===== src/sdt_pkg.sv =====
// Shared constants and types for the step and direction microstep translator.
`default_nettype none

package sdt_pkg;

	// Phase index geometry: one electrical cycle of sixteenth microsteps.
	localparam int          IDX_W           = 6;
	localparam int          PHASE_POSITIONS = 64;
	localparam int          DAC_W           = 6;
	localparam logic [5:0]  IDX_RST         = 6'h00;

	// Register byte offsets on the Wishbone bus.
	localparam logic [3:0]  REG_CFG         = 4'h0;
	localparam logic [3:0]  REG_STEPCHG     = 4'h4;
	localparam logic [3:0]  REG_STATUS      = 4'h8;

	// Configuration register fields and reset value.
	localparam int          CFG_LO_BIT      = 0;
	localparam int          CFG_HI_BIT      = 1;
	localparam logic [1:0]  CFG_RST         = 2'h0;

	// Step change register field (signed, two's complement).
	localparam int          SC_LSB          = 0;

	// Status register field positions.
	localparam int          STAT_IDX_LSB    = 0;
	localparam int          STAT_RES_LSB    = 8;
	localparam int          STAT_AMAG_LSB   = 16;
	localparam int          STAT_ANEG_BIT   = 22;
	localparam int          STAT_BMAG_LSB   = 24;
	localparam int          STAT_BNEG_BIT   = 30;

	// Permitted index grids per resolution: spacing and offset.
	localparam logic [5:0]  GRID_FULL       = 6'h10;
	localparam logic [5:0]  GRID_HALF       = 6'h08;
	localparam logic [5:0]  GRID_QUARTER    = 6'h04;
	localparam logic [5:0]  GRID_SIXTEENTH  = 6'h01;
	localparam logic [5:0]  FULL_OFS        = 6'h08;

	// Phase current full scale code.
	localparam logic [5:0]  FULL_SCALE      = 6'h3f;

	// Resolution selected by the two effective select bits.
	typedef enum logic [1:0] {
		RES_FULL,
		RES_HALF,
		RES_QUARTER,
		RES_SIXTEENTH
	} sdt_res_t;

endpackage

`default_nettype wire


===== src/sdt_translator.sv =====
// Step and direction microstep translator with phase current table and Wishbone registers.
`default_nettype none

module sdt_translator
	import sdt_pkg::*;
#(
	parameter int ADR_W = 4
) (
	// Clock and reset.
	input  wire logic             clock,
	input  wire logic             sys_rst,
	// Motion control inputs.
	input  wire logic             stepIn,
	input  wire logic             travelSense,
	input  wire logic             res_sel_lo,
	input  wire logic             res_sel_hi,
	// Wishbone classic slave.
	input  wire logic             wb_cyc_i,
	input  wire logic             wb_stb_i,
	input  wire logic             wb_we_i,
	input  wire logic [ADR_W-1:0] wb_adr_i,
	input  wire logic [3:0]       wb_sel_i,
	input  wire logic [31:0]      wb_dat_i,
	output logic      [31:0]      wb_dat_o,
	output logic                  wb_ack_o,
	// Phase index and current converter codes.
	output logic      [5:0]       phaseIdx,
	output logic      [5:0]       dacAMag,
	output logic                  dacANeg,
	output logic      [5:0]       dacBMag,
	output logic                  dacBNeg
);

	// Registers and the next index value.
	logic       stepMeta_q;
	logic       stepSync_q;
	logic       stepLast_q;
	logic [1:0] cfgRes_q;
	logic [5:0] idx_q;
	logic [5:0] idx_d;
	logic       ack_q;
	logic [31:0] rdData_q;
	logic [5:0] aMag_q;
	logic       aNeg_q;
	logic [5:0] bMag_q;
	logic       bNeg_q;

	// Combinational wires.
	logic       stepEdge;
	logic [1:0] effRes;
	sdt_res_t   resMode;
	logic [5:0] gridSize;
	logic [5:0] gridOfs;
	logic [5:0] gridMask;
	logic [5:0] relIdx;
	logic [5:0] fwdBase;
	logic [5:0] revBase;
	logic [5:0] stepTarget;
	logic       busReq;
	logic       busDone;
	logic       wrLane0;
	logic       cfgWrite;
	logic       scWrite;
	logic [5:0] scVal;
	logic [3:0] adrLow;
	logic       adrHigh;
	logic [31:0] rdMux;
	logic [1:0] quad;
	logic [3:0] sub;
	logic [5:0] aMag_d;
	logic       aNeg_d;
	logic [5:0] bMag_d;
	logic       bNeg_d;

	// Quarter sine of the table, entries 0 to 16 of one quadrant.
	function automatic logic [5:0] quarterSine(input logic [4:0] k);
		logic [5:0] v;
		v = 6'h00;
		case (k)
			5'h00: v = 6'h00;
			5'h01: v = 6'h06;
			5'h02: v = 6'h0c;
			5'h03: v = 6'h12;
			5'h04: v = 6'h18;
			5'h05: v = 6'h1e;
			5'h06: v = 6'h23;
			5'h07: v = 6'h28;
			5'h08: v = 6'h2d;
			5'h09: v = 6'h31;
			5'h0a: v = 6'h34;
			5'h0b: v = 6'h38;
			5'h0c: v = 6'h3a;
			5'h0d: v = 6'h3c;
			5'h0e: v = 6'h3e;
			5'h0f: v = 6'h3f;
			default: v = FULL_SCALE;
		endcase
		return v;
	endfunction

	// Step synchroniser; only the second stage and its delayed copy feed the edge detect.
	always_ff @(posedge clock) begin
		if (sys_rst) begin
			stepMeta_q <= 1'b0;
			stepSync_q <= 1'b0;
			stepLast_q <= 1'b0;
		end else begin
			stepMeta_q <= stepIn;
			stepSync_q <= stepMeta_q;
			stepLast_q <= stepSync_q;
		end
	end

	// One pulse per rising edge, however long the step pulse stays high.
	assign stepEdge = stepSync_q & ~stepLast_q;

	// Effective select bits: a pin held high cannot be overridden by software.
	assign effRes = {res_sel_hi | cfgRes_q[CFG_HI_BIT], res_sel_lo | cfgRes_q[CFG_LO_BIT]};

	// Decode the select into a resolution.
	always_comb begin
		case (effRes)
			2'h0: resMode = RES_FULL;
			2'h1: resMode = RES_HALF;
			2'h2: resMode = RES_QUARTER;
			2'h3: resMode = RES_SIXTEENTH;
			default: resMode = RES_SIXTEENTH;
		endcase
	end

	// Grid of permitted indices; full step is the only grid with an offset.
	assign gridSize = (resMode == RES_FULL)    ? GRID_FULL :
	                  (resMode == RES_HALF)    ? GRID_HALF :
	                  (resMode == RES_QUARTER) ? GRID_QUARTER :
	                                             GRID_SIXTEENTH;
	assign gridOfs  = (resMode == RES_FULL) ? FULL_OFS : 6'h00;
	assign gridMask = ~(gridSize - 6'h01);

	// Nearest permitted index strictly past the present one in the travel direction.
	// All sums are six bits wide, so wrapping past 63 or below 0 comes for free.
	assign relIdx     = idx_q - gridOfs;
	assign fwdBase    = (relIdx & gridMask) + gridSize;
	assign revBase    = ((relIdx + gridSize - 6'h01) & gridMask) - gridSize;
	assign stepTarget = (travelSense ? fwdBase : revBase) + gridOfs;

	// Bus decode; a write lands at the edge that samples the acknowledge.
	assign busReq   = wb_cyc_i & wb_stb_i;
	assign busDone  = busReq & ack_q;
	assign adrLow   = wb_adr_i[3:0];
	assign adrHigh  = (ADR_W > 4) ? |(wb_adr_i >> 4) : 1'b0;
	assign wrLane0  = busDone & wb_we_i & wb_sel_i[0] & ~adrHigh;
	assign cfgWrite = wrLane0 & (adrLow == REG_CFG);
	assign scWrite  = wrLane0 & (adrLow == REG_STEPCHG);
	assign scVal    = wb_dat_i[SC_LSB +: 6];

	// Next index: the step path first, then any step change number on top of it.
	// Both may fall in one cycle; neither is dropped.
	always_comb begin
		idx_d = idx_q;
		if (stepEdge) begin
			idx_d = stepTarget;
		end
		if (scWrite) begin
			idx_d = idx_d + scVal;
		end
	end

	// Index register, reset to the zero angle.
	always_ff @(posedge clock) begin
		if (sys_rst) begin
			idx_q <= IDX_RST;
		end else begin
			idx_q <= idx_d;
		end
	end

	// Phase current lookup by quadrant: A follows sine, B follows cosine.
	assign quad = idx_q[5:4];
	assign sub  = idx_q[3:0];
	always_comb begin
		if (quad[0]) begin
			aMag_d = quarterSine(5'h10 - {1'b0, sub});
			bMag_d = quarterSine({1'b0, sub});
		end else begin
			aMag_d = quarterSine({1'b0, sub});
			bMag_d = quarterSine(5'h10 - {1'b0, sub});
		end
		aNeg_d = quad[1] & (aMag_d != 6'h00);
		bNeg_d = (quad[0] ^ quad[1]) & (bMag_d != 6'h00);
	end

	// Converter codes are registered so the outputs never glitch mid-update.
	always_ff @(posedge clock) begin
		if (sys_rst) begin
			aMag_q <= 6'h00;
			aNeg_q <= 1'b0;
			bMag_q <= FULL_SCALE;
			bNeg_q <= 1'b0;
		end else begin
			aMag_q <= aMag_d;
			aNeg_q <= aNeg_d;
			bMag_q <= bMag_d;
			bNeg_q <= bNeg_d;
		end
	end

	// Configuration register; bits clear at reset so the pins govern alone.
	always_ff @(posedge clock) begin
		if (sys_rst) begin
			cfgRes_q <= CFG_RST;
		end else if (cfgWrite) begin
			cfgRes_q <= {wb_dat_i[CFG_HI_BIT], wb_dat_i[CFG_LO_BIT]};
		end
	end

	// Read multiplexer; unmapped offsets and the write-only step change read zero.
	always_comb begin
		rdMux = 32'h0000_0000;
		if (!adrHigh) begin
			case (adrLow)
				REG_CFG: begin
					rdMux[CFG_HI_BIT] = cfgRes_q[CFG_HI_BIT];
					rdMux[CFG_LO_BIT] = cfgRes_q[CFG_LO_BIT];
				end
				REG_STATUS: begin
					rdMux[STAT_IDX_LSB +: 6]  = idx_q;
					rdMux[STAT_RES_LSB +: 2]  = effRes;
					rdMux[STAT_AMAG_LSB +: 6] = aMag_q;
					rdMux[STAT_ANEG_BIT]      = aNeg_q;
					rdMux[STAT_BMAG_LSB +: 6] = bMag_q;
					rdMux[STAT_BNEG_BIT]      = bNeg_q;
				end
				default: rdMux = 32'h0000_0000;
			endcase
		end
	end

	// Acknowledge one cycle after the request and drop it the cycle after.
	always_ff @(posedge clock) begin
		if (sys_rst) begin
			ack_q    <= 1'b0;
			rdData_q <= 32'h0000_0000;
		end else begin
			ack_q    <= busReq & ~ack_q;
			rdData_q <= rdMux;
		end
	end

	// Outputs.
	assign wb_ack_o = ack_q;
	assign wb_dat_o = rdData_q;
	assign phaseIdx = idx_q;
	assign dacAMag  = aMag_q;
	assign dacANeg  = aNeg_q;
	assign dacBMag  = bMag_q;
	assign dacBNeg  = bNeg_q;

	// Full step lands only on the 45 degree positions.
	a_full_grid: assert property (
		@(posedge clock) disable iff (sys_rst)
		(stepEdge && !scWrite && resMode == RES_FULL) |=> (idx_q[3:0] == 4'h8)
	) else $error("full step left the 45 degree grid");

	// Half step lands only on multiples of eight.
	a_half_grid: assert property (
		@(posedge clock) disable iff (sys_rst)
		(stepEdge && !scWrite && resMode == RES_HALF) |=> (idx_q[2:0] == 3'h0)
	) else $error("half step left the multiple of eight grid");

	// Quarter step lands only on multiples of four.
	a_quarter_grid: assert property (
		@(posedge clock) disable iff (sys_rst)
		(stepEdge && !scWrite && resMode == RES_QUARTER) |=> (idx_q[1:0] == 2'h0)
	) else $error("quarter step left the multiple of four grid");

	// Sixteenth step forward adds exactly one, modulo 64.
	a_sixteenth_fwd: assert property (
		@(posedge clock) disable iff (sys_rst)
		(stepEdge && !scWrite && resMode == RES_SIXTEENTH && travelSense)
		|=> (idx_q == 6'($past(idx_q) + 6'h01))
	) else $error("sixteenth forward step did not add one");

	// Sixteenth step reverse subtracts exactly one, modulo 64.
	a_sixteenth_rev: assert property (
		@(posedge clock) disable iff (sys_rst)
		(stepEdge && !scWrite && resMode == RES_SIXTEENTH && !travelSense)
		|=> (idx_q == 6'($past(idx_q) - 6'h01))
	) else $error("sixteenth reverse step did not subtract one");

	// Half step forward from 59 wraps to 0.
	a_wrap_forward: assert property (
		@(posedge clock) disable iff (sys_rst)
		(stepEdge && !scWrite && resMode == RES_HALF && travelSense && idx_q == 6'h3b)
		|=> (idx_q == 6'h00)
	) else $error("forward search did not wrap past 63");

	// A held step level gives a single update, then the index rests.
	a_single_update: assert property (
		@(posedge clock) disable iff (sys_rst)
		(stepEdge && !scWrite) ##1 (stepSync_q && !scWrite)[*2] |=> $stable(idx_q)
	) else $error("held step level moved the index again");

	// The step change number is added whatever the resolution.
	a_stepchg_add: assert property (
		@(posedge clock) disable iff (sys_rst)
		(scWrite && !stepEdge) |=> (idx_q == 6'($past(idx_q) + $past(scVal)))
	) else $error("step change number not added to the index");

	// Index zero shows phase B at positive full scale and phase A at zero.
	a_zero_angle: assert property (
		@(posedge clock) disable iff (sys_rst)
		(idx_q == 6'h00) |=> (dacBMag == FULL_SCALE && !dacBNeg && dacAMag == 6'h00)
	) else $error("zero angle currents wrong");

	// The acknowledge is one cycle wide.
	a_ack_pulse: assert property (
		@(posedge clock) disable iff (sys_rst)
		wb_ack_o |=> !wb_ack_o
	) else $error("acknowledge held for more than one cycle");

endmodule

`default_nettype wire


===== config.mk =====
export PLATFORM = sky130hd
export DESIGN_NAME = sdt_translator
export DESIGN_NICKNAME = d
export VERILOG_FILES = /design/src/sdt_pkg.sv /design/src/sdt_translator.sv
export SDC_FILE = /design/constraint.sdc
export NUM_CORES = 1
export LEC_CHECK = 0
export ABC_AREA = 1
export BUFFER_PORTS_ARGS = -buffer_cell sky130_fd_sc_hd__buf_2
export CORE_MARGIN = 1.5
export CORE_UTILIZATION = 52
export CTS_CLUSTER_DIAMETER = 80
export CTS_CLUSTER_SIZE = 24
export DETAILED_ROUTE_END_ITERATION = 7
export PLACE_DENSITY = 0.82
export SLEW_MARGIN = 30
export SYNTH_ARGS = -nofsm -noshare
export SYNTH_HDL_FRONTEND = slang
export SYNTH_SLANG_ARGS = --single-unit

===== constraint.sdc =====
create_clock -name clock -period 5.65 [get_ports clock]
set_input_delay 0.8475 -clock clock [delete_from_list [all_inputs] [get_ports clock]]
set_output_delay 0.8475 -clock clock [all_outputs]
set_load 0.05 [all_outputs]

; Yosys cells after proc, flatten, opt, wreduce, memory -nomap -nowiden
; Memory sizes are Yosys's and may differ from the RTL's. A register that Yosys moved wholly into a read port is not among the register bits.
; Cells that the tools add are included.
[op_classes]
n_addsub = 9
multipliers = 0
n_div = 0
order_cmp = 0
eq_ne = 7
n_shift = 0
n_mux = 15
bitwise_logic = 19
reduce_logical = 6
[ops]
columns = cell, n
row1 = 2-to-1 mux 6 bit, 7
row2 = 2-to-1 mux 4 bit, 4
row3 = adder 6 x 5 -> 6 bit, 2
row4 = bitwise AND 6 bit, 2
row5 = nonzero test 6 bit, 2
row6 = bitwise AND 1 bit, 10
row7 = case mux 2 bit (4 select lines), 1
row8 = adder 6 x 4 -> 6 bit, 1
row9 = adder 6 bit, 1
row10 = == test 2 bit (second input constant), 3
row11 = inverter 6 bit, 1
row12 = subtractor 5 x 1 -> 6 bit (second input constant), 1
row13 = subtractor 6 x 1 -> 6 bit (second input constant), 1
row14 = subtractor 6 x 4 -> 6 bit, 1
row15 = subtractor 6 x 5 -> 6 bit, 1
row16 = 2-to-1 mux 5 bit, 1
row17 = subtractor 5 x 4 -> 5 bit (first input constant), 1
row18 = == test 2 x 1 -> 1 bit (second input constant), 2
row19 = == test 4 x 3 -> 1 bit (second input constant), 1
row20 = == test 4 bit (second input constant), 1
row21 = zero test 2 bit, 2
row22 = zero test 4 bit, 1
row23 = case mux 2 bit (2 select lines), 1
row24 = 2-to-1 mux 3 bit, 1
row25 = 4 further kinds, 7
[word_totals]
regBits = 58
latch_bits = 0
mem_bits_rw = 0
romBits = 384
inputBits = 49
elab_cells = 73
memories = 4
[mem_list]
columns = memory, depth, word_bits, read_ports, rd_clocked_by_memory_dff, write_ports, line_no
row1 = (name not given), 16, 6, 1, 0, 0, sdt_translator.sv:79  ; case (k)
row2 = (name not given), 16, 6, 1, 1, 0, sdt_translator.sv:79
row3 = (name not given), 16, 6, 1, 1, 0, sdt_translator.sv:79
row4 = (name not given), 16, 6, 1, 0, 0, sdt_translator.sv:79

; Logic depth before layout (Yosys ltp)
; Gate-level depths: netlist of run 1.
[logic_depth]
depth_word = 17
mapped_depth = 27
depth_no_buf = 27

; Least setup slack after synthesis of run 1
; OpenSTA, ideal clock, no wires.
[synth_path]
path_kind = input to register
start = input res_sel_hi
end = register idx_q[5] (netlist: phaseIdx[5])
t_arrival_ps = 4270
setup_slack_ps = 1265
path_stages = 22
path_buffers = 0
cell_sequence = nor2_4 -> nand2_4 -> inv_1 -> ha_1 -> ha_1 -> ha_1 -> inv_1 -> ha_1 -> xnor2_1 -> ha_1 -> xor2_1 -> o21ai_0 -> ha_1 -> nand2_1 -> o21ai_0 -> ha_1 -> a21oi_1 -> or2_2 -> nand3_1 -> nand3_1 -> nand2_1 -> nor2_1
[synth_between]
elab_chain_cells = 16
[synth_rtl]
columns = element, line_no
row1 = "start, declared", sdt_translator.sv:16  ; input wire logic res_sel_hi,
row2 = bitwise OR 1 bit *, sdt_translator.sv:118  ; assign effRes = {res_sel_hi | cfgRes_q[CFG_HI_BIT], res_sel_lo | cfgRes_q[CFG_LO_BIT]};
row3 = == test 2 bit (tied with other cells), sdt_translator.sv:122  ; case (effRes)
row4 = case mux 2 bit (4 select lines) *, sdt_translator.sv:122
row5 = "parallel branches: the longest is 9 deep, another holds subtractor 6 x 4 -> 6 bit", -
row6 = adder 6 x 4 -> 6 bit *, sdt_translator.sv:144  ; assign stepTarget = (travelSense ? fwdBase : revBase) + gridOfs;
row7 = 2-to-1 mux 6 bit *, sdt_translator.sv:160  ; if (stepEdge) begin
row8 = adder 6 bit, sdt_translator.sv:164  ; idx_d = idx_d + scVal;
row9 = 2-to-1 mux 6 bit *, sdt_translator.sv:163  ; if (scWrite) begin
row10 = "end signal, assigned", sdt_translator.sv:173  ; idx_q <= idx_d;
row11 = "end, declared", sdt_translator.sv:39  ; logic [5:0] idx_q;
; Mark *: on every way between the ends.
; A chain may end at the register's enable or synchronous reset.

; Final worst setup path of run 1
; Ends and elaborated chain as after synthesis.

==> results of run 1 <==
## final timing paths
check / start / end / slack (ns) / depth (start not counted)
max: res_sel_hi / phaseIdx[5]$_SDFF_PP0_ / 0.94 / 25
min: stepMeta_q$_SDFF_PP0_ / stepSync_q$_SDFF_PP0_ / 0.42 / 2
min reg2reg: stepMeta_q$_SDFF_PP0_ / stepSync_q$_SDFF_PP0_ / 0.42 / 2
max reg2reg: phaseIdx[3]$_SDFF_PP0_ / phaseIdx[5]$_SDFF_PP0_ / 1.17 / 20
## worst register-to-register path, stage by stage (launching register included)
cell and delay (ns):
dfxtp_1 0.55, inv_1 0.23, ha_1 0.25, ha_1 0.32
ha_1 0.30, inv_1 0.04, ha_1 0.33, xnor2_1 0.19
ha_1 0.29, xor2_1 0.17, o21ai_0 0.17, ha_1 0.26
nand2_1 0.06, o21ai_0 0.18, ha_1 0.40, a21oi_1 0.08
or2_2 0.27, nand3_1 0.10, nand3_1 0.08, nand2_1 0.06
nor2_1 0.04
## cell families (layout without fill, tap and decap cells)
| kind of cell | count (synthesis) | after routing |
|---|---|---|
| AND/OR/NAND/NOR | 191 | 191 |
| flip-flops | 54 | 54 |
| XOR/XNOR | 6 | 6 |
| other | 1 | 10 |
| AO/OA/AOI/OAI | 75 | 75 |
| adder cells (fa/ha/maj) | 38 | 38 |
| buffers and inverters | 98 | 151 |
## layer usage
layer | vias to the layer above | track usage, % | share of wire (%)
met5 | - | 0 | 0
met4 | 0 | 5.07 | 0.86
met3 | 6 | 3.36 | 4.0
met2 | 73 | 33.7 | 47
met1 | 1332 | 25.8 | 48
li1 | 1563 | - | -
## metrics by stage
stage | utilization (%) | hold WS [ns]
5_1_grt | 60.3 | 0.445
4_1_cts | 60.3 | 0.420
3_3_place_gp | 58.8 | 0.399
6_report | 60.3 | 0.419
3_5_place_dp | 58.8 | 0.404
2_1_floorplan | - | 0.388
## cell type report
class                           instances  area, um2
Inverter                               80        305
Tap cell                               77       96.3
Clock buffer                            5       68.8
Multi-Input combinational cell        320       1910
Timing Repair Buffer                   63        318
Clock inverter                          3       28.8
Sequential cell                        54       1080
Fill cell                             602       2500
## power by group through the flow
stage	clock, mW	combinational, mW	sequential, mW
finish	0.222	0.318	0.412
global route	0.244	0.357	0.415
CTS	0.229	0.317	0.412
detailed placement	0	0.315	0.421
global placement	0	0.308	0.421
floorplan	0	0.211	0.466
## cells in the mapped netlist (all sizes together), types with 2 or more instances
cell and number:
xnor2 2, ha 36, nand2 79, inv 80
buf 13, a21oi 22, or2 3, nor2 70
o31ai 2, nor3 6, nand3 29, dfxtp 54
clkbuf 5, nand4 2, o21ai 46, nand3b 2
xor2 4, fa 2
==> impl_metrics.xml, run 1 <==
<?xml version="1.0" encoding="UTF-8"?>
<metrics>
  <group name="synthesis">
    <metric name="synth.top_cells.by_area" unit="">dfxtp_1 (32%), ha_1 (13%), nand2_1 (8.4%)</metric>
    <metric name="synth-async-reset-ratio" unit="%">0</metric>
    <metric name="synth-xor-area-share" unit="%">2.33</metric>
    <metric name="main_combinational_cell_family_by_area_after_synthesis" unit="">simple AND/OR/NAND/NOR gates</metric>
    <metric name="synth-simple-area-share" unit="%">26.2</metric>
    <metric name="compound_gate_portion_of_the_synthesized_area" unit="%">12.4</metric>
    <metric name="synth_seq_cells" unit="">54</metric>
    <metric name="predominant_post_synthesis_flop_cell" unit="">dfxtp_1</metric>
    <metric name="number_of_distinct_library_cells_after_synthesis" unit="">40</metric>
    <metric name="yosys.area_share.adder" unit="%">14.5</metric>
    <metric name="synth.yosys.warnings" unit="">0</metric>
    <metric name="synth-edff-count" unit="">0</metric>
    <metric name="synth.largest_area_cell" unit="">dfxtp_1</metric>
    <metric name="synth.top_cell.area_share" unit="%">32.0</metric>
    <metric name="multiplexer_share_of_the_synthesized_area" unit="%">0</metric>
    <metric name="syn-cell-area" unit="mm2">0.00338</metric>
    <metric name="syn-instance-count" unit="">463</metric>
    <metric name="syn_avg_cell_area" unit="um2">7.29</metric>
    <metric name="ys_seq_area_share" unit="%">32.0</metric>
  </group>
  <group name="clock_tree">
    <metric name="numClockSinks" unit="">54</metric>
    <metric name="cts-htree-levels" unit="">2</metric>
    <metric name="tritoncts" unit="">done</metric>
    <metric name="worst_setup_hold_path_clk_slew" unit="ns">0.09</metric>
    <metric name="cts_setup_buffers" unit="">0</metric>
    <metric name="cts-root-buf" unit="">clkbuf_8</metric>
    <metric name="ctsHoldBuffers" unit="">0</metric>
    <metric name="cts-root-to-sink-buffers" unit="">2</metric>
    <metric name="cts_resized" unit="">0</metric>
    <metric name="cts_buffers" unit="">5</metric>
    <metric name="worst_skew_pair.late_latency" unit="ns">0.31</metric>
  </group>
  <group name="detailed_routing">
    <metric name="detailedRoute.firstIterationViolations" unit="">168</metric>
    <metric name="detail_route.wirelength" unit="um">6620</metric>
    <metric name="route.antenna.remaining_nets" unit="">0</metric>
    <metric name="drc" unit="">0</metric>
    <metric name="dr.pass1.iters" unit="">4</metric>
    <metric name="wire_per_inst" unit="um">11.0</metric>
    <metric name="detail_routed_via_count_per_cell" unit="">4.94</metric>
    <metric name="detailroute.via_count" unit="">2974</metric>
  </group>
  <group name="placed_design">
    <metric name="gp_congestion" unit="">0.857</metric>
    <metric name="detailed_place.area" unit="mm2">0.00371</metric>
    <metric name="detail_placement_hpwl" unit="um">5440</metric>
    <metric name="place.detailed.instances" unit="">594</metric>
    <metric name="io_buffers" unit="">62</metric>
    <metric name="pre_cts_ws" unit="ns">0.627</metric>
  </group>
  <group name="power">
    <metric name="switching_power" unit="uW">359</metric>
    <metric name="internal_power" unit="uW">592</metric>
    <metric name="share_clk_of_total_power" unit="%">23.3</metric>
    <metric name="combPwrFrac" unit="%">33.4</metric>
    <metric name="p_seq_share" unit="%">43.3</metric>
    <metric name="power.static_leakage" unit="nW">2.02</metric>
    <metric name="peakVddDrop" unit="uV">173</metric>
    <metric name="p_total" unit="uW">952</metric>
    <metric name="power.switching_fraction" unit="%">37.7</metric>
    <metric name="p_per_area" unit="mW/mm2">250</metric>
  </group>
  <group name="floorplan">
    <metric name="dieHeight" unit="um">83.6</metric>
    <metric name="die_width" unit="um">83.6</metric>
    <metric name="floorplan.die_area" unit="mm2">0.00699</metric>
    <metric name="placement_rows" unit="">29</metric>
    <metric name="placeableCoreArea" unit="mm2">0.00631</metric>
    <metric name="io-pin-count" unit="">102</metric>
    <metric name="start_util" unit="%">53.5</metric>
  </group>
  <group name="worst_setup_path">
    <metric name="critPathRequiredTime" unit="ns">5.86</metric>
    <metric name="critPathKind" unit="">input pin to flop</metric>
    <metric name="critical-path-top-delay-family" unit="">adder cells</metric>
    <metric name="worst-path-buf-inv" unit="">4</metric>
    <metric name="worst_setup_path_end_kind" unit="">flop</metric>
    <metric name="crit_path_frequent_cell" unit="">ha_1</metric>
    <metric name="worst_path_arrival" unit="ns">4.91</metric>
    <metric name="worst-path-max-fanout" unit="">10</metric>
    <metric name="worst_path_max_delay_cell" unit="">ha_1</metric>
    <metric name="crit_path_start_kind" unit="">input pin</metric>
    <metric name="worst_path_largest_cell_delay" unit="ns">0.40</metric>
  </group>
  <group name="timing">
    <metric name="rsz_0062_raised_after_global_routing" unit="">false</metric>
    <metric name="finClkSkew" unit="ns">0.00788</metric>
    <metric name="fin_crit_sh" unit="%">83.3</metric>
    <metric name="finalHoldViolations" unit="">0</metric>
    <metric name="setup_slack" unit="ns">0.943</metric>
    <metric name="fin_setup_tns" unit="ns">0</metric>
    <metric name="setup-violations-final" unit="">0</metric>
    <metric name="max_freq" unit="GHz">0.212</metric>
    <metric name="slew-limit-headroom" unit="%">39.5</metric>
    <metric name="final.min_clock_period" unit="ns">4.71</metric>
    <metric name="final-max-slew-violation-count" unit="">0</metric>
    <metric name="tightest_slew" unit="ns">0.904</metric>
  </group>
  <group name="layout">
    <metric name="mostFrequentLayoutCells" unit="">nand2_1 (76), inv_1 (75), nor2_1 (63), buf_2 (62), dfxtp_1 (54)</metric>
    <metric name="antenna_cells_inserted" unit="">0</metric>
    <metric name="finish.net_count" unit="">611</metric>
    <metric name="final-instance-count-excl-fill" unit="">602</metric>
    <metric name="layout_commonest_cell" unit="">nand2_1</metric>
    <metric name="summed_area_of_non_filler_cells_in_the_final_layout" unit="mm2">0.00381</metric>
    <metric name="areaGrowthSynthToFinish" unit="%">12.8</metric>
    <metric name="final_layout_size_suffix_gt1_share" unit="%">19.8</metric>
  </group>
  <group name="global_routing">
    <metric name="global_route.overflow_total" unit="">0</metric>
    <metric name="grt_pass1_wl" unit="um">11500</metric>
    <metric name="first_global_vias" unit="">2654</metric>
    <metric name="antenna_violations_before_repair" unit="">0</metric>
    <metric name="track_usage" unit="%">19.7</metric>
    <metric name="maximum_number_of_pins_on_one_net_before_global_route_repair" unit="">23</metric>
  </group>
  <group name="job">
    <metric name="max_cap_viol_count" unit="">0</metric>
  </group>
  <group name="worst_hold_path">
    <metric name="hold_class" unit="">flop to flop</metric>
  </group>
  <group name="outcome">
    <metric name="run_status" unit="">finished clean</metric>
  </group>
</metrics>
(Power assumes the default switching activity.)
==> inputs of run 2 (changes only) <==
- clock period: 5.65 -> 4.6 ns (I/O delays scaled with it)
==> run 2 against run 1 <==
Against the previous run:
- register-to-register slack lost 0.76 ns
- critical path depth is the same
- design area increased by 3.0%
- worst hold slack worse by 0.0070 ns
- clock power up 23%
- cell count up 2.5%
- flip-flop and latch count unchanged
==> impl_metrics.xml, run 2 (same netlist as run 1, synthesis figures left out) <==
<?xml version="1.0" encoding="UTF-8"?>
<metrics>
  <group name="outcome">
    <metric name="run_status" unit="">finished clean</metric>
  </group>
  <group name="worst_setup_path">
    <metric name="worst-path-max-fanout" unit="">2</metric>
    <metric name="rr_startpoint" unit="">phaseIdx[2]$_SDFF_PP0_</metric>
    <metric name="timing.rr.end" unit="">phaseIdx[5]$_SDFF_PP0_</metric>
    <metric name="critPathRequiredTime" unit="ns">4.80</metric>
    <metric name="regToRegSetupSlack" unit="ns">0.41</metric>
    <metric name="critPathKind" unit="">input pin to flop</metric>
    <metric name="worst_path_arrival" unit="ns">4.48</metric>
    <metric name="worst_setup_path_end_kind" unit="">flop</metric>
    <metric name="crit_path_start_kind" unit="">input pin</metric>
    <metric name="worst-r2r-cell-count" unit="">21</metric>
  </group>
  <group name="layout">
    <metric name="summed_area_of_non_filler_cells_in_the_final_layout" unit="mm2">0.00392</metric>
    <metric name="mostFrequentLayoutCells" unit="">nand2_1 (76), inv_1 (75), nor2_1 (63), buf_2 (62), dfxtp_1 (54)</metric>
    <metric name="areaGrowthSynthToFinish" unit="%">16.1</metric>
    <metric name="final_layout_size_suffix_gt1_share" unit="%">22.0</metric>
    <metric name="multiInputGateArea" unit="mm2">0.00191</metric>
    <metric name="layout_commonest_cell" unit="">nand2_1</metric>
    <metric name="finish.net_count" unit="">626</metric>
    <metric name="antenna_cells_inserted" unit="">0</metric>
    <metric name="finalCoreUtilization" unit="%">62.1</metric>
    <metric name="final.fill_count" unit="">565</metric>
    <metric name="seqCellArea" unit="mm2">0.00108</metric>
  </group>
  <group name="floorplan">
    <metric name="floorplan.die_area" unit="mm2">0.00699</metric>
    <metric name="dieHeight" unit="um">83.6</metric>
    <metric name="start_util" unit="%">53.5</metric>
    <metric name="die_width" unit="um">83.6</metric>
    <metric name="placeableCoreArea" unit="mm2">0.00631</metric>
    <metric name="io-pin-count" unit="">102</metric>
    <metric name="placement_rows" unit="">29</metric>
  </group>
  <group name="detailed_routing">
    <metric name="detail_route.wirelength" unit="um">6840</metric>
    <metric name="detailedRoute.firstIterationViolations" unit="">128</metric>
    <metric name="wire_per_inst" unit="um">11.1</metric>
    <metric name="detailroute.via_count" unit="">2995</metric>
    <metric name="detail_routed_via_count_per_cell" unit="">4.85</metric>
    <metric name="route.antenna.remaining_nets" unit="">0</metric>
    <metric name="drc" unit="">0</metric>
    <metric name="dr.pass1.iters" unit="">4</metric>
  </group>
  <group name="placed_design">
    <metric name="io_buffers" unit="">62</metric>
    <metric name="detail_placement_hpwl" unit="um">5570</metric>
    <metric name="gp_congestion" unit="">0.904</metric>
    <metric name="detailed_place.area" unit="mm2">0.00382</metric>
    <metric name="pre_cts_ws" unit="ns">-0.0810</metric>
  </group>
  <group name="clock_tree">
    <metric name="cts-htree-levels" unit="">2</metric>
    <metric name="worst_setup_hold_path_clk_slew" unit="ns">0.09</metric>
    <metric name="ctsHoldBuffers" unit="">0</metric>
    <metric name="cts-root-buf" unit="">clkbuf_8</metric>
    <metric name="tritoncts" unit="">done</metric>
    <metric name="numClockSinks" unit="">54</metric>
    <metric name="cts-root-to-sink-buffers" unit="">2</metric>
    <metric name="cts_buffers" unit="">5</metric>
    <metric name="worst_skew_pair.late_latency" unit="ns">0.31</metric>
    <metric name="cts_setup_buffers" unit="">0</metric>
  </group>
  <group name="power">
    <metric name="p_per_area" unit="mW/mm2">304</metric>
    <metric name="p_total" unit="mW">1.19</metric>
    <metric name="peakVddDrop" unit="uV">173</metric>
    <metric name="power.static_leakage" unit="nW">2.10</metric>
  </group>
  <group name="global_routing">
    <metric name="first_global_vias" unit="">2720</metric>
    <metric name="grt_pass1_wl" unit="um">11900</metric>
    <metric name="global_route.overflow_total" unit="">0</metric>
    <metric name="track_usage" unit="%">20.4</metric>
    <metric name="maximum_number_of_pins_on_one_net_before_global_route_repair" unit="">23</metric>
    <metric name="antenna_violations_before_repair" unit="">0</metric>
  </group>
  <group name="timing">
    <metric name="final.min_clock_period" unit="ns">4.27</metric>
    <metric name="slew-limit-headroom" unit="%">45.4</metric>
    <metric name="setup-violations-final" unit="">0</metric>
    <metric name="max_freq" unit="GHz">0.234</metric>
    <metric name="setup_slack" unit="ns">0.330</metric>
    <metric name="rsz_0062_raised_after_global_routing" unit="">false</metric>
    <metric name="finalHoldViolations" unit="">0</metric>
    <metric name="finClkSkew" unit="ns">0.00699</metric>
    <metric name="final-max-slew-violation-count" unit="">0</metric>
    <metric name="fin_crit_sh" unit="%">92.8</metric>
    <metric name="fin_setup_tns" unit="ns">0</metric>
    <metric name="tightest_slew" unit="ns">0.815</metric>
  </group>
  <group name="worst_hold_path">
    <metric name="min_path_cells" unit="">2</metric>
    <metric name="timing.hold.worst.start" unit="">stepMeta_q$_SDFF_PP0_</metric>
    <metric name="holdPathEnd" unit="">stepSync_q$_SDFF_PP0_</metric>
    <metric name="hold_class" unit="">flop to flop</metric>
  </group>
  <group name="job">
    <metric name="max_cap_viol_count" unit="">0</metric>
  </group>
</metrics>
[run 2: cell types whose count changed in the layout (fill, tap and decap cells not counted)]
cell	previous run	this run
o21ai_1	12	14
buf_4	1	16
o21ai_0	29	27
[run 2: layout make-up]
type                    count  share of cell area, %
clock buffers               5                   1.75
flip-flops and latches     54                   27.6
inverters                  80                   7.79
well taps                  77                   2.46
clock inverters             3                  0.734
repair buffers             78                   11.0
multi-input cells         320                   48.7
[run 2: worst max-delay path by stage]
stage                                start                     end  slack (ns)
global route                    res_sel_lo                    flop        0.04
CTS                             res_sel_lo  phaseIdx[5]$_SDFF_PP0_        0.21
floorplan           phaseIdx[3]$_SDFF_PP0_  phaseIdx[5]$_SDFF_PP0_        0.28
detailed placement              res_sel_lo  phaseIdx[5]$_SDFF_PP0_       -0.08
global placement                res_sel_lo  phaseIdx[5]$_SDFF_PP0_        0.09
finish                          res_sel_lo  phaseIdx[5]$_SDFF_PP0_        0.33
[run 2: worst max-delay path, stage by stage]
cell,delay [ns]
buf_2,0.12
inv_1,0.05
nand2_1,0.07
nor2_1,0.16
inv_1,0.08
ha_1,0.31
fa_1,0.51
nor2_1,0.05
ha_1,0.29
inv_1,0.05
or2_1,0.22
nand2_1,0.07
a21oi_1,0.07
xor2_1,0.14
o21ai_1,0.16
ha_1,0.26
nand2_1,0.08
o21ai_1,0.12
ha_1,0.36
a21oi_1,0.08
or2_2,0.27
nand3_1,0.09
nand3_1,0.08
nand2_1,0.06
nor2_1,0.04
[run 2: repair_timing]
action                                 CTS  global route
gates resized for setup                  0             2
endpoints found under the hold margin    0             0
setup endpoints to repair                0             1
[run 2: metrics by stage]
stage	hold slack (ns)	instances
4_1_cts	0.413	616
2_1_floorplan	0.388	472
3_5_place_dp	0.398	608
6_report	0.412	617
5_1_grt	0.432	617
3_3_place_gp	0.397	608
[run 2: where the power goes]
| part | switching (mW) | total (mW) | internal, mW |
|---|---|---|---|
| Combinational | 0.275 | 0.418 | 0.143 |
| Clock | 0.160 | 0.273 | 0.113 |
| Sequential | 0.0119 | 0.502 | 0.490 |
| Total | 0.446 | 1.19 | 0.747 |
[run 2: layer usage]
layer | up-vias | global-route usage [%] | routed length, um | part of all wire [%]
met5 | - | 0 | 0 | 0
met4 | 0 | 8.94 | 129 | 1.9
met3 | 15 | 2.57 | 316 | 4.6
met2 | 85 | 33.8 | 3190 | 47
met1 | 1305 | 26.7 | 3200 | 47
li1 | 1590 | - | - | -
